## config.mk

```make
export PLATFORM = sky130hd
export DESIGN_NAME = fhtc_ctrl
export DESIGN_NICKNAME = d
export VERILOG_FILES = /design/src/hw/fhtc_ctrl.v /design/src/hw/fhtc_fifo.v /design/src/hw/fhtc_mode.v
export VERILOG_INCLUDE_DIRS = /design/src /design/src/hw
export SDC_FILE = /design/constraint.sdc
export NUM_CORES = 1
export LEC_CHECK = 0
export ABC_AREA = 1
export BUFFER_PORTS_ARGS = -buffer_cell sky130_fd_sc_hd__buf_2
export CAP_MARGIN = 15
export CORE_ASPECT_RATIO = 0.8
export CORE_MARGIN = 2
export CORE_UTILIZATION = 40
export CTS_CLUSTER_SIZE = 10
export DETAILED_ROUTE_END_ITERATION = 10
export GPL_TIMING_DRIVEN = 0
export PLACE_DENSITY = 0.65
export SLEW_MARGIN = 0
export SYNTH_ARGS = -nofsm -noshare
export SYNTH_HDL_FRONTEND = slang
export SYNTH_SLANG_ARGS = --single-unit
```

## constraint.sdc

```tcl
create_clock -name ref_clk -period 3 [get_ports ref_clk]
set_input_delay 0 -clock ref_clk [delete_from_list [all_inputs] [get_ports ref_clk]]
set_output_delay 0 -clock ref_clk [all_outputs]
set_load 0.01 [all_outputs]
```

## src/hw/fhtc_defs.vh

```
/*
 * constants shared by the floppy host transfer control block: register
 * offsets, bit positions, reset values, opcodes and byte counts.
 * assumes it is included by bare name from the transfer control design file.
 */
`ifndef FHTC_DEFS_VH
`define FHTC_DEFS_VH
// ************************************************************
// register offsets
// ************************************************************
`define FHTC_A_OPTCFG    3'h0
`define FHTC_A_DOR       3'h2
`define FHTC_A_MSR       3'h4
`define FHTC_A_DATA      3'h5
`define FHTC_A_SPEC      3'h6
// ************************************************************
// bit positions and reset values
// ************************************************************
`define FHTC_OPT_IDENT   3
`define FHTC_OPT_VARIANT 2
`define FHTC_OPT_SINGLE  1
`define FHTC_OPT_RST     8'h02
`define FHTC_DOR_RST     2
`define FHTC_DOR_DMAEN   3
`define FHTC_DOR_RSTVAL  8'h04
`define FHTC_DSR_RST     7
`define FHTC_MSR_RQM     7
`define FHTC_MSR_DIO     6
`define FHTC_MSR_NDMA    5
`define FHTC_MSR_CB      4
`define FHTC_CFG_FIFOOFF 5
`define FHTC_SPEC_ND     0
// ************************************************************
// opcodes, byte counts, status codes
// ************************************************************
`define FHTC_OP_SPECIFY  5'h03
`define FHTC_OP_WRITE    5'h05
`define FHTC_OP_READ     5'h06
`define FHTC_OP_SENSE    5'h08
`define FHTC_OP_CONFIG   5'h13
`define FHTC_TB_SPECIFY  4'd3
`define FHTC_TB_CONFIG   4'd4
`define FHTC_TB_RW       4'd9
`define FHTC_TB_SENSE    4'd1
`define FHTC_RB_RW       3'd7
`define FHTC_RB_SENSE    3'd2
`define FHTC_ST0_INVALID 8'h80
`define FHTC_ST0_ABNORM  8'h40
`define FHTC_FIFO_BYTES  5'd16
`define FHTC_BYTE_DEPTH  5'd1
`endif

```

## src/hw/fhtc_ctrl.v

```verilog
/*
 * host transfer control of a floppy controller core: resets, modes,
 * command/execution/result phases, fifo flow control and dma.
 * assumes a disk engine on the core ports and a host on a plain port.
 */
`include "fhtc_defs.vh"
module fhtc_ctrl #(
   parameter FIFO_AW = 4
) (
   input  wire        ref_clk,
   input  wire        reset,
   input  wire [2:0]  addr,
   input  wire [7:0]  wdata,
   input  wire        wr,
   input  wire        rd,
   output wire [7:0]  rdata,
   input  wire        dma_ack_n,
   input  wire        terminal_count,
   output wire        fdc_irq_out,
   output wire        fdc_irq_oe,
   output wire        dma_request_out,
   output wire        dma_request_oe,
   output wire        density_select,
   output wire        core_reset,
   output wire        core_exec,
   output wire        core_write,
   output wire        core_tc,
   input  wire        core_rd_valid,
   input  wire [7:0]  core_rd_data,
   input  wire        core_sector_last,
   output wire        core_rd_ready,
   input  wire        core_wr_take,
   output wire        core_wr_avail,
   output wire [7:0]  core_wr_data,
   input  wire        core_done,
   input  wire        core_overrun
);
   // ************************************************************
   // phase states
   // ************************************************************
   localparam PH_CMD  = 4'b0001;  // taking command bytes
   localparam PH_PROC = 4'b0010;  // processing a written byte
   localparam PH_EXEC = 4'b0100;  // data transfer
   localparam PH_RES  = 4'b1000;  // result bytes out

   reg  [3:0]  phase;       // current phase
   reg  [3:0]  byte_idx;    // command bytes taken
   reg  [2:0]  res_idx;     // result bytes read
   reg  [2:0]  res_cnt;     // result bytes to read
   reg  [4:0]  cmd_op;      // opcode of command
   reg  [7:0]  prm [0:8];   // command and parameter bytes
   reg  [7:0]  res_st0;     // first result byte
   reg  [7:0]  res_st1;     // second result byte
   reg         irq_flag;    // phase interrupt
   reg         inv_pend;    // invalid command waiting for sense
   reg         fifo_on;     // fifo enabled by configure
   reg  [3:0]  fifo_level_param; // programmed threshold
   reg         exec_wr;     // host to disk transfer
   reg         tc_seen;     // terminal count taken
   reg         done_seen;   // engine finished sector
   reg         ovr_seen;    // overrun or underrun
   reg         xfer_req;    // service request
   reg         last_in;     // sector's last byte in fifo
   reg         ack_q;       // ack one cycle ago
   reg  [7:0]  option_config_reg; // mode and dma style
   reg  [7:0]  drive_output_reg;  // reset and dma enable
   reg         dsr_rst;     // self clearing reset
   reg  [1:0]  rate_sel;    // data rate select
   reg         spec_nd;     // non-dma selected by specify
   reg  [7:0]  spec_t0;     // specify timing byte one
   reg  [7:0]  spec_t1;     // specify timing byte two
   reg  [7:0]  reg_rdata;   // registered read data
   reg         rd_fifo_q;   // last read took fifo
   reg  [3:0]  op_total;    // bytes in command
   reg         op_valid;    // opcode known
   reg         next_req;    // next service request
   reg  [7:0]  res_byte;    // current result byte

   wire        core_rst;    // pin or soft reset
   wire [FIFO_AW:0] f_count;   // fifo fill
   wire [7:0]  f_dout;      // fifo head
   wire        f_push;      // fifo push
   wire        f_pop;       // fifo pop
   wire        f_empty;     // fifo empty
   wire        f_full;      // fifo full at effective depth
   wire [4:0]  depth_eff;   // 16 or one byte
   wire [4:0]  thr;         // effective threshold
   wire [4:0]  lvl_rd;      // read request level
   wire [4:0]  lvl_wr;      // write request level
   wire        in_exec;     // execution phase
   wire        dma_mode;    // dma transfers
   wire        ack;         // qualified dma ack
   wire        host_wr;     // host write to fifo
   wire        host_rd;     // host read from fifo
   wire        pseudo_rd;   // verify cycle pop
   wire        cmd_wr;      // command byte write
   wire        res_rd;      // result byte read
   wire        tc_act;      // tc after polarity
   wire        out_en;      // irq and dma drive enable
   wire        single;      // single transfer style
   wire        request_for_master;         // request for master
   wire        transfer_direction;         // transfer direction
   wire        cb;          // command busy
   wire [7:0]  msr;         // main status
   wire        dens_hi;     // high density rate

   // ************************************************************
   // resets
   // ************************************************************
   // both soft resets act alike; drive reset is held by software
   assign core_rst   = reset | drive_output_reg[`FHTC_DOR_RST] | dsr_rst;
   assign core_reset = core_rst;

   // ************************************************************
   // mode and pin polarity
   // ************************************************************
   assign dens_hi = (rate_sel == 2'b00) | (rate_sel == 2'b11);
   fhtc_mode u_mode (
      .ident       (option_config_reg[`FHTC_OPT_IDENT]),
      .variant     (option_config_reg[`FHTC_OPT_VARIANT]),
      .dma_en_bit  (drive_output_reg[`FHTC_DOR_DMAEN]),
      .tc_pin      (terminal_count),
      .dens_hi     (dens_hi),
      .out_enable  (out_en),
      .tc_active   (tc_act),
      .density_pin (density_select)
   );
   assign single = option_config_reg[`FHTC_OPT_SINGLE];

   // ************************************************************
   // access decode
   // ************************************************************
   assign in_exec  = phase == PH_EXEC;
   assign dma_mode = ~spec_nd;
   // ack alone selects the fifo, no address needed
   assign ack      = ~dma_ack_n & dma_mode & in_exec;
   assign host_wr  = wr & in_exec & exec_wr & ~f_full &
                     (ack | (addr == `FHTC_A_DATA));
   assign host_rd  = rd & in_exec & ~exec_wr & ~f_empty &
                     (ack | (addr == `FHTC_A_DATA));
   // byte mode read pops on each new ack without a strobe
   assign pseudo_rd = ack & ~ack_q & ~fifo_on & ~exec_wr & ~rd & ~f_empty;
   assign cmd_wr   = wr & ~ack & (addr == `FHTC_A_DATA) & (phase == PH_CMD);
   assign res_rd   = rd & ~ack & (addr == `FHTC_A_DATA) & (phase == PH_RES);

   // ************************************************************
   // fifo and flow levels
   // ************************************************************
   assign depth_eff = fifo_on ? `FHTC_FIFO_BYTES : `FHTC_BYTE_DEPTH;
   assign thr      = {1'b0, fifo_level_param} + 5'd1;
   assign lvl_rd   = fifo_on ? (`FHTC_FIFO_BYTES - thr) : `FHTC_BYTE_DEPTH;
   assign lvl_wr   = fifo_on ? thr : 5'd0;
   assign f_empty  = f_count == {(FIFO_AW+1){1'b0}};
   assign f_full   = f_count >= depth_eff;
   assign f_push   = host_wr | (core_rd_valid & core_rd_ready);
   assign f_pop    = host_rd | pseudo_rd | (core_wr_take & core_wr_avail);
   assign core_rd_ready = in_exec & ~exec_wr & ~f_full;
   assign core_wr_avail = in_exec & exec_wr & ~f_empty;
   assign core_wr_data  = f_dout;
   assign core_exec     = in_exec;
   assign core_write    = exec_wr;
   assign core_tc       = tc_seen;

   fhtc_fifo #(
      .W  (8),
      .AW (FIFO_AW)
   ) u_fifo (
      .clk   (ref_clk),
      .rst   (core_rst),
      .push  (f_push),
      .din   (exec_wr ? wdata : core_rd_data),
      .pop   (f_pop),
      .dout  (f_dout),
      .count (f_count)
   );

   // ************************************************************
   // command decode
   // ************************************************************
   always @* begin
      op_total = 4'd0;
      op_valid = 1'b1;
      case (cmd_op)
         `FHTC_OP_SPECIFY: op_total = `FHTC_TB_SPECIFY;
         `FHTC_OP_CONFIG:  op_total = `FHTC_TB_CONFIG;
         `FHTC_OP_READ:    op_total = `FHTC_TB_RW;
         `FHTC_OP_WRITE:   op_total = `FHTC_TB_RW;
         `FHTC_OP_SENSE:   op_total = `FHTC_TB_SENSE;
         default:          op_valid = 1'b0;
      endcase
   end

   // next service request for the fifo
   always @* begin
      next_req = xfer_req;
      if (!exec_wr) begin
         if (f_empty)
            next_req = 1'b0;
         else if ((f_count >= lvl_rd) || last_in)
            next_req = 1'b1;
      end else begin
         if (tc_seen || f_full)
            next_req = 1'b0;
         else if (f_count <= lvl_wr)
            next_req = 1'b1;
      end
   end

   // ************************************************************
   // phase sequencer
   // ************************************************************
   always @(posedge ref_clk) begin
      if (core_rst) begin
         phase            <= PH_CMD;
         byte_idx         <= 4'd0;
         res_idx          <= 3'd0;
         res_cnt          <= 3'd0;
         cmd_op           <= 5'd0;
         res_st0          <= 8'h00;
         res_st1          <= 8'h00;
         irq_flag         <= 1'b0;
         inv_pend         <= 1'b0;
         fifo_on          <= 1'b0;
         fifo_level_param <= 4'd0;
         exec_wr          <= 1'b0;
         tc_seen          <= 1'b0;
         done_seen        <= 1'b0;
         ovr_seen         <= 1'b0;
         xfer_req         <= 1'b0;
         last_in          <= 1'b0;
      end else begin
         case (phase)
            // one byte in, ready drops while it is processed
            PH_CMD: begin
               if (cmd_wr) begin
                  if (byte_idx == 4'd0)
                     cmd_op <= wdata[4:0];
                  byte_idx <= byte_idx + 4'd1;
                  irq_flag <= 1'b0;
                  phase    <= PH_PROC;
               end
            end
            PH_PROC: begin
               if (!op_valid) begin
                  irq_flag <= 1'b1;
                  inv_pend <= 1'b1;
                  byte_idx <= 4'd0;
                  phase    <= PH_CMD;
               end else if (byte_idx != op_total) begin
                  phase <= PH_CMD;
               end else begin
                  byte_idx <= 4'd0;
                  res_idx  <= 3'd0;
                  case (cmd_op)
                     `FHTC_OP_CONFIG: begin
                        fifo_on          <= ~prm[2][`FHTC_CFG_FIFOOFF];
                        fifo_level_param <= prm[2][3:0];
                        phase            <= PH_CMD;
                     end
                     `FHTC_OP_SENSE: begin
                        // result phase opens with the interrupt
                        irq_flag <= 1'b1;
                        res_st0  <= inv_pend ? `FHTC_ST0_INVALID : 8'h00;
                        res_st1  <= 8'h00;
                        inv_pend <= 1'b0;
                        res_cnt  <= `FHTC_RB_SENSE;
                        phase    <= PH_RES;
                     end
                     `FHTC_OP_READ,
                     `FHTC_OP_WRITE: begin
                        exec_wr   <= cmd_op == `FHTC_OP_WRITE;
                        // write requests on entry to execution
                        xfer_req  <= cmd_op == `FHTC_OP_WRITE;
                        tc_seen   <= 1'b0;
                        done_seen <= 1'b0;
                        ovr_seen  <= 1'b0;
                        last_in   <= 1'b0;
                        phase     <= PH_EXEC;
                     end
                     default: phase <= PH_CMD;
                  endcase
               end
            end
            PH_EXEC: begin
               // tc counts when qualified by ack in dma mode
               if (tc_act && (ack || !dma_mode))
                  tc_seen <= 1'b1;
               if (core_overrun)
                  ovr_seen <= 1'b1;
               if (core_done)
                  done_seen <= 1'b1;
               if (core_rd_valid && core_rd_ready && core_sector_last)
                  last_in <= 1'b1;
               else if (f_empty)
                  last_in <= 1'b0;
               xfer_req <= next_req;
               // result once the engine is done and fifo drained
               if (done_seen && f_empty) begin
                  xfer_req <= 1'b0;
                  irq_flag <= 1'b1;
                  res_cnt  <= `FHTC_RB_RW;
                  res_st0  <= (tc_seen && !ovr_seen) ? 8'h00 : `FHTC_ST0_ABNORM;
                  res_st1  <= {~tc_seen, 2'b00, ovr_seen, 4'h0};
                  phase    <= PH_RES;
               end
            end
            PH_RES: begin
               if (res_rd) begin
                  irq_flag <= 1'b0;
                  res_idx  <= res_idx + 3'd1;
                  if (res_idx == res_cnt - 3'd1) begin
                     res_idx <= 3'd0;
                     phase   <= PH_CMD;
                  end
               end
            end
            default: phase <= PH_CMD;
         endcase
      end
   end

   // command and parameter byte store
   always @(posedge ref_clk) begin
      if (cmd_wr)
         prm[byte_idx] <= wdata;
   end

   // specify timing survives every reset
   always @(posedge ref_clk) begin
      if ((phase == PH_PROC) && op_valid && (byte_idx == op_total) &&
          (cmd_op == `FHTC_OP_SPECIFY) && !core_rst) begin
         spec_t0 <= prm[1];
         spec_t1 <= prm[2];
      end
   end

   // ************************************************************
   // host registers
   // ************************************************************
   always @(posedge ref_clk) begin
      if (reset) begin
         option_config_reg <= `FHTC_OPT_RST;
         drive_output_reg  <= `FHTC_DOR_RSTVAL;
         dsr_rst           <= 1'b0;
         rate_sel          <= 2'b00;
         spec_nd           <= 1'b0;
         ack_q             <= 1'b0;
      end else begin
         ack_q   <= ack;
         dsr_rst <= 1'b0;
         if (wr && !ack) begin
            case (addr)
               `FHTC_A_OPTCFG: option_config_reg <= wdata;
               `FHTC_A_DOR:    drive_output_reg  <= wdata;
               `FHTC_A_MSR: begin
                  dsr_rst  <= wdata[`FHTC_DSR_RST];
                  rate_sel <= wdata[1:0];
               end
               default: ;
            endcase
         end
         if ((phase == PH_PROC) && op_valid && (byte_idx == op_total) &&
             (cmd_op == `FHTC_OP_SPECIFY))
            spec_nd <= prm[2][`FHTC_SPEC_ND];
      end
   end

   // ************************************************************
   // status and read data
   // ************************************************************
   assign request_for_master = (phase == PH_CMD) | (phase == PH_RES) |
                (in_exec & spec_nd & xfer_req);
   assign transfer_direction = (phase == PH_RES) | (in_exec & ~exec_wr);
   assign cb  = (phase != PH_CMD) | (byte_idx != 4'd0);
   assign msr = {request_for_master, transfer_direction, in_exec & spec_nd, cb, 4'h0};

   // result byte by index
   always @* begin
      case (res_idx)
         3'd0:    res_byte = res_st0;
         3'd1:    res_byte = res_st1;
         3'd2:    res_byte = 8'h00;
         default: res_byte = prm[res_idx - 3'd1];
      endcase
   end

   always @(posedge ref_clk) begin
      if (reset) begin
         reg_rdata <= 8'h00;
         rd_fifo_q <= 1'b0;
      end else begin
         rd_fifo_q <= host_rd;
         reg_rdata <= 8'h00;
         if (rd && !ack) begin
            case (addr)
               `FHTC_A_OPTCFG: reg_rdata <= option_config_reg;
               `FHTC_A_DOR:    reg_rdata <= drive_output_reg;
               `FHTC_A_MSR:    reg_rdata <= msr;
               `FHTC_A_DATA:   reg_rdata <= res_rd ? res_byte : 8'h00;
               `FHTC_A_SPEC:   reg_rdata <= spec_t0 ^ spec_t1;
               default:        reg_rdata <= 8'h00;
            endcase
         end
      end
   end
   assign rdata = rd_fifo_q ? f_dout : reg_rdata;

   // ************************************************************
   // interrupt and dma request pins
   // ************************************************************
   // non-dma write irq falls once tc ends the transfer
   assign fdc_irq_out = irq_flag |
                        (in_exec & spec_nd & xfer_req & ~(exec_wr & tc_seen));
   assign fdc_irq_oe  = out_en;
   // single style drops while ack stands, burst holds
   assign dma_request_out = in_exec & dma_mode & xfer_req & ~(single & ack);
   assign dma_request_oe  = out_en;
endmodule

```

## src/hw/fhtc_fifo.v

```verilog
/*
 * data fifo memory with registered read data and a fill count.
 * assumes the caller never pushes when full nor pops when empty.
 */
module fhtc_fifo #(
   parameter W  = 8,
   parameter AW = 4
) (
   input  wire          clk,
   input  wire          rst,
   input  wire          push,
   input  wire [W-1:0]  din,
   input  wire          pop,
   output reg  [W-1:0]  dout,
   output reg  [AW:0]   count
);
   reg [W-1:0]  mem [0:(1<<AW)-1];  // storage
   reg [AW-1:0] wptr;               // write pointer
   reg [AW-1:0] rptr;               // read pointer
   // ************************************************************
   // pointers and count
   // ************************************************************
   always @(posedge clk) begin
      if (rst) begin
         wptr  <= {AW{1'b0}};
         rptr  <= {AW{1'b0}};
         count <= {(AW+1){1'b0}};
      end else begin
         if (push)
            wptr <= wptr + 1'b1;
         if (pop)
            rptr <= rptr + 1'b1;
         if (push && !pop)
            count <= count + 1'b1;
         else if (pop && !push)
            count <= count - 1'b1;
      end
   end
   // storage and registered head
   always @(posedge clk) begin
      if (push)
         mem[wptr] <= din;
      if (pop)
         dout <= mem[rptr];
   end
endmodule

```

## src/hw/fhtc_mode.v

```verilog
/*
 * mode decode: output gating and pin polarities per mode.
 * assumes option and drive register bits arrive as levels.
 */
module fhtc_mode (
   input  wire ident,
   input  wire variant,
   input  wire dma_en_bit,
   input  wire tc_pin,
   input  wire dens_hi,
   output wire out_enable,
   output wire tc_active,
   output wire density_pin
);
   wire mode_a;  // identity high
   wire mode_b;  // identity low, variant high
   assign mode_a = ident;
   assign mode_b = ~ident & variant;
   // mode b drives always, a and c follow the dma enable bit
   assign out_enable  = mode_b | dma_en_bit;
   // tc is active low only in mode b
   assign tc_active   = mode_b ? ~tc_pin : tc_pin;
   // density is active high only in mode a
   assign density_pin = mode_a ? dens_hi : ~dens_hi;
endmodule

```

==> results of run 1 <==
logic make-up (layout without fill, tap and decap cells):
kind of cell    count (synthesis)  after routing  synth area share
simple gates                  494            494            0.1722
flops                         294            294            0.6120
compound gates                275            275            0.1212
buf+inv                       149            294           0.04377
fa+ha+maj                      33             33           0.03197
xor+xnor                       17             17           0.01189
mux                             8              8          0.006852
worst min-delay path by stage:
stage,cells past startpoint,from,slack [ps],to
final,6,core_rd_valid,60,last_in
after floorplan,1,reset,70,rate_sel[0]
after CTS,5,core_wr_take,30,u_fifo.rptr[1]
after global routing,5,core_wr_take,70,u_fifo.rptr[1]
after global placement,2,reset,310,rate_sel[1]
after detailed placement,2,reset,320,rate_sel[0]
layer usage:
layer | up-vias | share of wire | global-route usage
met5 | - | 0 | 0
met4 | 0 | 0.023 | 0.06136
met3 | 63 | 0.10 | 0.04670
met2 | 490 | 0.41 | 0.3054
li1 | 4727 | - | -
met1 | 4896 | 0.46 | 0.3422
stage by stage:
step	instance area, um^2	setup TNS (ps)	instances	hold WS (ps)
2_1_floorplan	13150	0	1270	69.07
3_3_place_gp	13960	-35150	1753	305.1
3_5_place_dp	14020	-5393	1759	321.2
4_1_cts	15330	-1059	1840	34.66
5_1_grt	15480	-152.7	1842	71.70
6_report	15480	0	1842	59.07
final cells by class:
type / count / area [um^2]
Sequential cell: 294 / 8048
Clock inverter: 4 / 60.06
Inverter: 105 / 396.6
Multi-Input combinational cell: 827 / 4730
Clock buffer: 56 / 964.7
Timing Repair Buffer: 86 / 559.3
Tap cell: 427 / 534.3
Fill cell: 2972 / 17000
Buffer: 43 / 188.9
tightest hold or removal path: stages:
cell      delay [ps]
buf_2            100
nand2_2          100
nor2_1            60
nor2_1            80
o21bai_1          80
a21oi_1          120
synth_stat cells (5+ instances only):
library cell  number  area [um^2]
a21oi_1           89        445.4
a221oi_1          11        96.34
a31oi_1            7        43.79
buf_2              5        25.02
clkbuf_1          34        127.6
dfxtp_1           78         1562
edfxtp_1         216         6486
ha_1              32        400.4
inv_1             90        337.8
inv_2             11        41.29
mux2_2             8        90.09
nand2_1          207        777.0
nand2_2           10        62.56
nand3_1           50        250.2
nand4_1           26        162.7
nor2_1           147        551.8
nor2_2             6        37.54
nor2_4             5        56.30
nor3_1            18        90.09
o211ai_1          11        82.58
o21ai_0          108        540.5
o221ai_1          14        122.6
o22ai_1           15        93.84
xnor2_1            6        52.55
xor2_1            10        87.58
power by group through the flow:
stage | clock network, W | logic, W | registers (W)
after global routing | 0.00406 | 0.000207 | 0.00437
final | 0.00385 | 0.000194 | 0.00437
after global placement | 0 | 0.000167 | 0.00445
after floorplan | 0 | 0.0000732 | 0.00445
after CTS | 0.00390 | 0.000189 | 0.00437
after detailed placement | 0 | 0.000172 | 0.00445
what timing repair did:
item,in CTS,in global routing
resized for setup,22,29
endpoints found under the hold margin,93,0
buffers inserted,2,3
hold buffers,19,0
pin swaps,3,2
setup endpoints to repair,56,164
cloned,0,0
==> impl_metrics.ini, run 1 <==
[status]
status = complete, no violations

[worst_setup_path]
path_delay_family = simple AND/OR/NAND/NOR gates
critical_path_class = flop to flop
r2r_cells = 17
crit_path_end_kind = flop
r2r_setup_slack_ps = 70
timing.critical_path.to = u_fifo.count[4]
cp_cell_sequence = nor2_1 -> nand3_2 -> nor2_1 -> inv_1 -> nor2_4 -> nand2_2 -> nand2_4 -> ha_4 -> inv_2 -> ha_4 -> nand2_1 -> nor2_1 -> a211oi_2 -> buf_4 -> a21oi_1 -> nor2_1 -> nor3b_1
slowest_delay_ps = 360
start_kind = flop
path_depth = 17
r2r_end = u_fifo.count[4]
cp.required_ps = 3420
cp-startpoint = phase[1]
worst_ep_arrival_time_ps = 3350
cp_common_cell = nor2_1
slowest_stage = dfxtp_1
crit_buf_inv = 3
crit_fanout = 10
reg2reg_from = phase[1]

[pwr]
power_frac_comb = 0.023
seq_power_share = 0.519
switching_share = 0.2114
p_clk_frac = 0.458
p_int_w = 0.006636
peakVddDrop_v = 0.0003473
p_sw_w = 0.001779
leakage_nw = 5.646
p_per_area_mw_per_mm2 = 543.6
fin_total_pwr_w = 0.008415

[cells_and_area]
top_regs = u_fifo.mem: 128 flops, prm: 64 flops
final_cell_mix = edfxtp_1 (216), nand2_1 (206), nor2_1 (132), o21ai_0 (107), a21oi_1 (88)
antennaDiodeCount = 0
drive_gt1_frac = 0.1583
syn2layout_area_growth_pct = 17.74
layout_commonest_cell = edfxtp_1
num-nets-final = 1455
regMostFlops = u_fifo.mem
largest_reg_flops = 128
post-route-util = 0.4766

[floorplanning]
ios = 57
start_util = 0.4048
core_mm2 = 0.03248
die_h_um = 166.2
die_w_um = 206.7
num_rows = 59
dieArea_mm2 = 0.03435

[synth]
synth_edf_count = 216
synth_cells = 1270
synth.net_count = 1333
ys_ff_latch = 294
yosysSeqAreaShare = 0.6120
synth_flop_cell = edfxtp_1
yosysWarnings = 0
ys_types = 55
async_flop_share = 0
syn-cell-area_mm2 = 0.01315
syn_avg_cell_area_um2 = 10.35

[grt]
antenna_found_initial = 1
grt_use_total = 0.2195
first_global_vias = 9510
grt_max_degree = 17
grt_overflow = 0
grt_pass1_wl_um = 56900

[flow_run]
max_cap_violations = 0

[route]
first_pass_iters = 5
ant_nets = 0
first_iter_violations = 1034
vias = 10180
avgViaCountPerCell = 5.524
drt_wl_total_um = 37590
drc = 0
routedWlPerCell_um = 20.41

[placed_design]
place.gp.congestion = 0.9242
portBuffers = 56
pre_cts_ws_ps = -834.5
dp.final_hpwl_um = 26630

[timing]
tightest_slew_ps = 1132
setup_viol = 0
hold_violations = 0
rsz0062_at_grt = true
fmaxAchievable_mhz = 340.8
period_share = 0.9780
layout_setup_ws_ps = 65.90
slew_headroom = 0.2356
finClkSkew_ps = 32.79
report.final.slew_viol_count = 0
final.min_clock_period_ps = 2934

[clocking]
cts_sinks = 294
clkTransAtPathRegs_ps = 60
cts_root_buf = clkbuf_16
h-tree-depth = 2
insertion_delay_ps = 530
cts_buffer_depth = 3
cts_tree = built
cts_inserted_buffers = 35

[min_path]
hp-class = primary input to flop
Note: power is estimated with default switching activity, not from simulation.
==> run 2, diff against run 1 <==
--- a/config.mk
+++ b/config.mk
@@ -12,10 +12,10 @@
 export CORE_ASPECT_RATIO = 0.8
 export CORE_MARGIN = 2
 export CORE_UTILIZATION = 40
+export CTS_BUF_LIST = sky130_fd_sc_hd__clkbuf_8
 export CTS_CLUSTER_SIZE = 10
 export DETAILED_ROUTE_END_ITERATION = 10
 export GPL_TIMING_DRIVEN = 0
-export PLACE_DENSITY = 0.65
 export SLEW_MARGIN = 0
 export SYNTH_ARGS = -nofsm -noshare
 export SYNTH_HDL_FRONTEND = slang
==> run 2 against run 1 <==
Against the previous run:
- the flow now finishes with violations (setup timing)
- clock power fell by 8.1%
- non-clock buffer count rose by 8
- cell count rose by 2.0%
- total power fell by 3.7%
- critical path depth fell by 8
- maximum frequency fell by 3.2%
- worst hold slack improved by 2.8 ps
- final area fell by 0.11%
- worst setup slack got worse by 98 ps
- clock skew rose by 8.5 ps
- combinational power barely moved
- global-route usage fell by 0.40 points
- largest cell class unchanged
- highest routed layer unchanged
==> impl_metrics.ini, run 2 (synthesis gave the netlist of run 1 again) <==
[status]
status = finished, violations left
failed_checks = setup timing

[timing]
final.min_clock_period_ps = 3032
period_share = 1.011
hold_violations = 0
slew_headroom = 0.3660
rsz0062_at_grt = true
fmaxAchievable_mhz = 329.8
finClkSkew_ps = 41.32
setup_tns_ps = -247.6
layout_setup_ws_ps = -31.78
tightest_slew_ps = 945.8
setup_viol = 14
report.final.slew_viol_count = 0

[clocking]
cts_sinks = 294
insertion_delay_ps = 600
clkTransAtPathRegs_ps = 70
cts_inserted_buffers = 48
cts_tree = built
cts_root_buf = clkbuf_8
h-tree-depth = 2
cts_buffer_depth = 3

[worst_setup_path]
r2r_end = prm[2][6]
crit_fanout = 8
timing.critical_path.to = prm[2][6]
r2r_cells = 9
r2r_setup_slack_ps = -30
start_kind = flop
critical_path_class = flop to flop
worst_ep_arrival_time_ps = 3230
crit_path_end_kind = flop
reg2reg_from = res_cnt[0]
cp-startpoint = res_cnt[0]
cp.required_ps = 3200

[pwr]
peakVddDrop_v = 0.0002507
p_per_area_mw_per_mm2 = 524.1
switching_share = 0.2185
leakage_nw = 5.776
p_int_w = 0.006334
fin_total_pwr_w = 0.008104
p_sw_w = 0.001770
p_clk_frac = 0.437
power_frac_comb = 0.024
seq_power_share = 0.539

[cells_and_area]
largest_reg_flops = 128
num-nets-final = 1476
post-route-util = 0.4761
syn2layout_area_growth_pct = 17.60
top_regs = u_fifo.mem: 128 flops, prm: 64 flops
drive_gt1_frac = 0.1715
antennaDiodeCount = 0
final_cell_mix = edfxtp_1 (216), nand2_1 (204), nor2_1 (131), inv_1 (111), o21ai_0 (106)
postLayoutCellArea_mm2 = 0.01546
layout_commonest_cell = edfxtp_1
regMostFlops = u_fifo.mem

[placed_design]
portBuffers = 56
pre_cts_ws_ps = -957.6
dp.final_hpwl_um = 26000
place_area_mm2 = 0.01402
place.gp.congestion = 0.8865

[floorplanning]
ios = 57
core_mm2 = 0.03248
die_h_um = 166.2
num_rows = 59
start_util = 0.4048
dieArea_mm2 = 0.03435
die_w_um = 206.7

[grt]
grt_pass1_wl_um = 56260
antenna_found_initial = 1
grt_use_total = 0.2155
grt_overflow = 0
first_global_vias = 9650
grt_max_degree = 17

[route]
avgViaCountPerCell = 5.352
vias = 10060
first_iter_violations = 965
drc = 0
first_pass_iters = 5
ant_nets = 0
drt_wl_total_um = 36670
routedWlPerCell_um = 19.51

[min_path]
hp-class = primary input to flop

[flow_run]
max_cap_violations = 0
run 2: power groups by stage:
stage          Sequential (W)  Combinational [W]  Clock (W)
3_3_place_gp          0.00445           0.000166          0
5_1_grt               0.00437           0.000210    0.00378
6_report              0.00437           0.000195    0.00354
4_1_cts               0.00437           0.000192    0.00360
2_1_floorplan         0.00445          0.0000732          0
3_5_place_dp          0.00445           0.000169          0
run 2: metal layers:
metal | wire [um] | global-route usage | up-vias
li1 | - | - | 4789
met1 | 17490 | 0.3279 | 4853
met2 | 15910 | 0.3158 | 362
met3 | 2530 | 0.03709 | 53
met4 | 736 | 0.05920 | 0
met5 | 0 | 0 | -
run 2: critical path, cell delays in order (launching register included):
cell and delay, ps:
dfxtp_1 350, inv_1 60, ha_1 310, nand2_1 70
o21ai_0 70, nor4_1 490, nor2_1 170, nor2_4 220
nand2_2 140, nor3_2 750
run 2: stage by stage:
step	std cells	hold slack [ps]
after floorplan	1270	69.07
after global placement	1753	292.9
after detailed placement	1761	294.7
after CTS	1879	5.678
after global routing	1879	56.42
final	1879	61.84
run 2: how the worst min path moves through the flow:
| stage | end | startpoint | cells after the start | slack (ps) |
|---|---|---|---|---|
| floorplan | rate_sel[0] | reset | 1 | 70 |
| global placement | rate_sel[1] | reset | 2 | 290 |
| detailed placement | rate_sel[0] | reset | 2 | 290 |
| CTS | reg_rdata[6] | addr[1] | 5 | 6 |
| global route | reg_rdata[6] | addr[1] | 5 | 60 |
| finish | reg_rdata[6] | addr[1] | 5 | 60 |
run 2: layout make-up:
type	count	area [um^2]
Buffer	43	191.4
Clock inverter	39	282.8
Fill cell	3055	17020
Clock buffer	50	688.2
Inverter	105	400.4
Timing Repair Buffer	94	616.8
Sequential cell	294	8053
Tap cell	427	534.3
Multi-Input combinational cell	827	4697
run 2: repair_timing:
action | in CTS | in global routing
endpoints found under the setup margin | 50 | 177
pin swaps | 4 | 2
buffers inserted | 4 | 1
gates resized for setup | 24 | 30
endpoints found under the hold margin | 101 | 0
hold buffers | 25 | 0
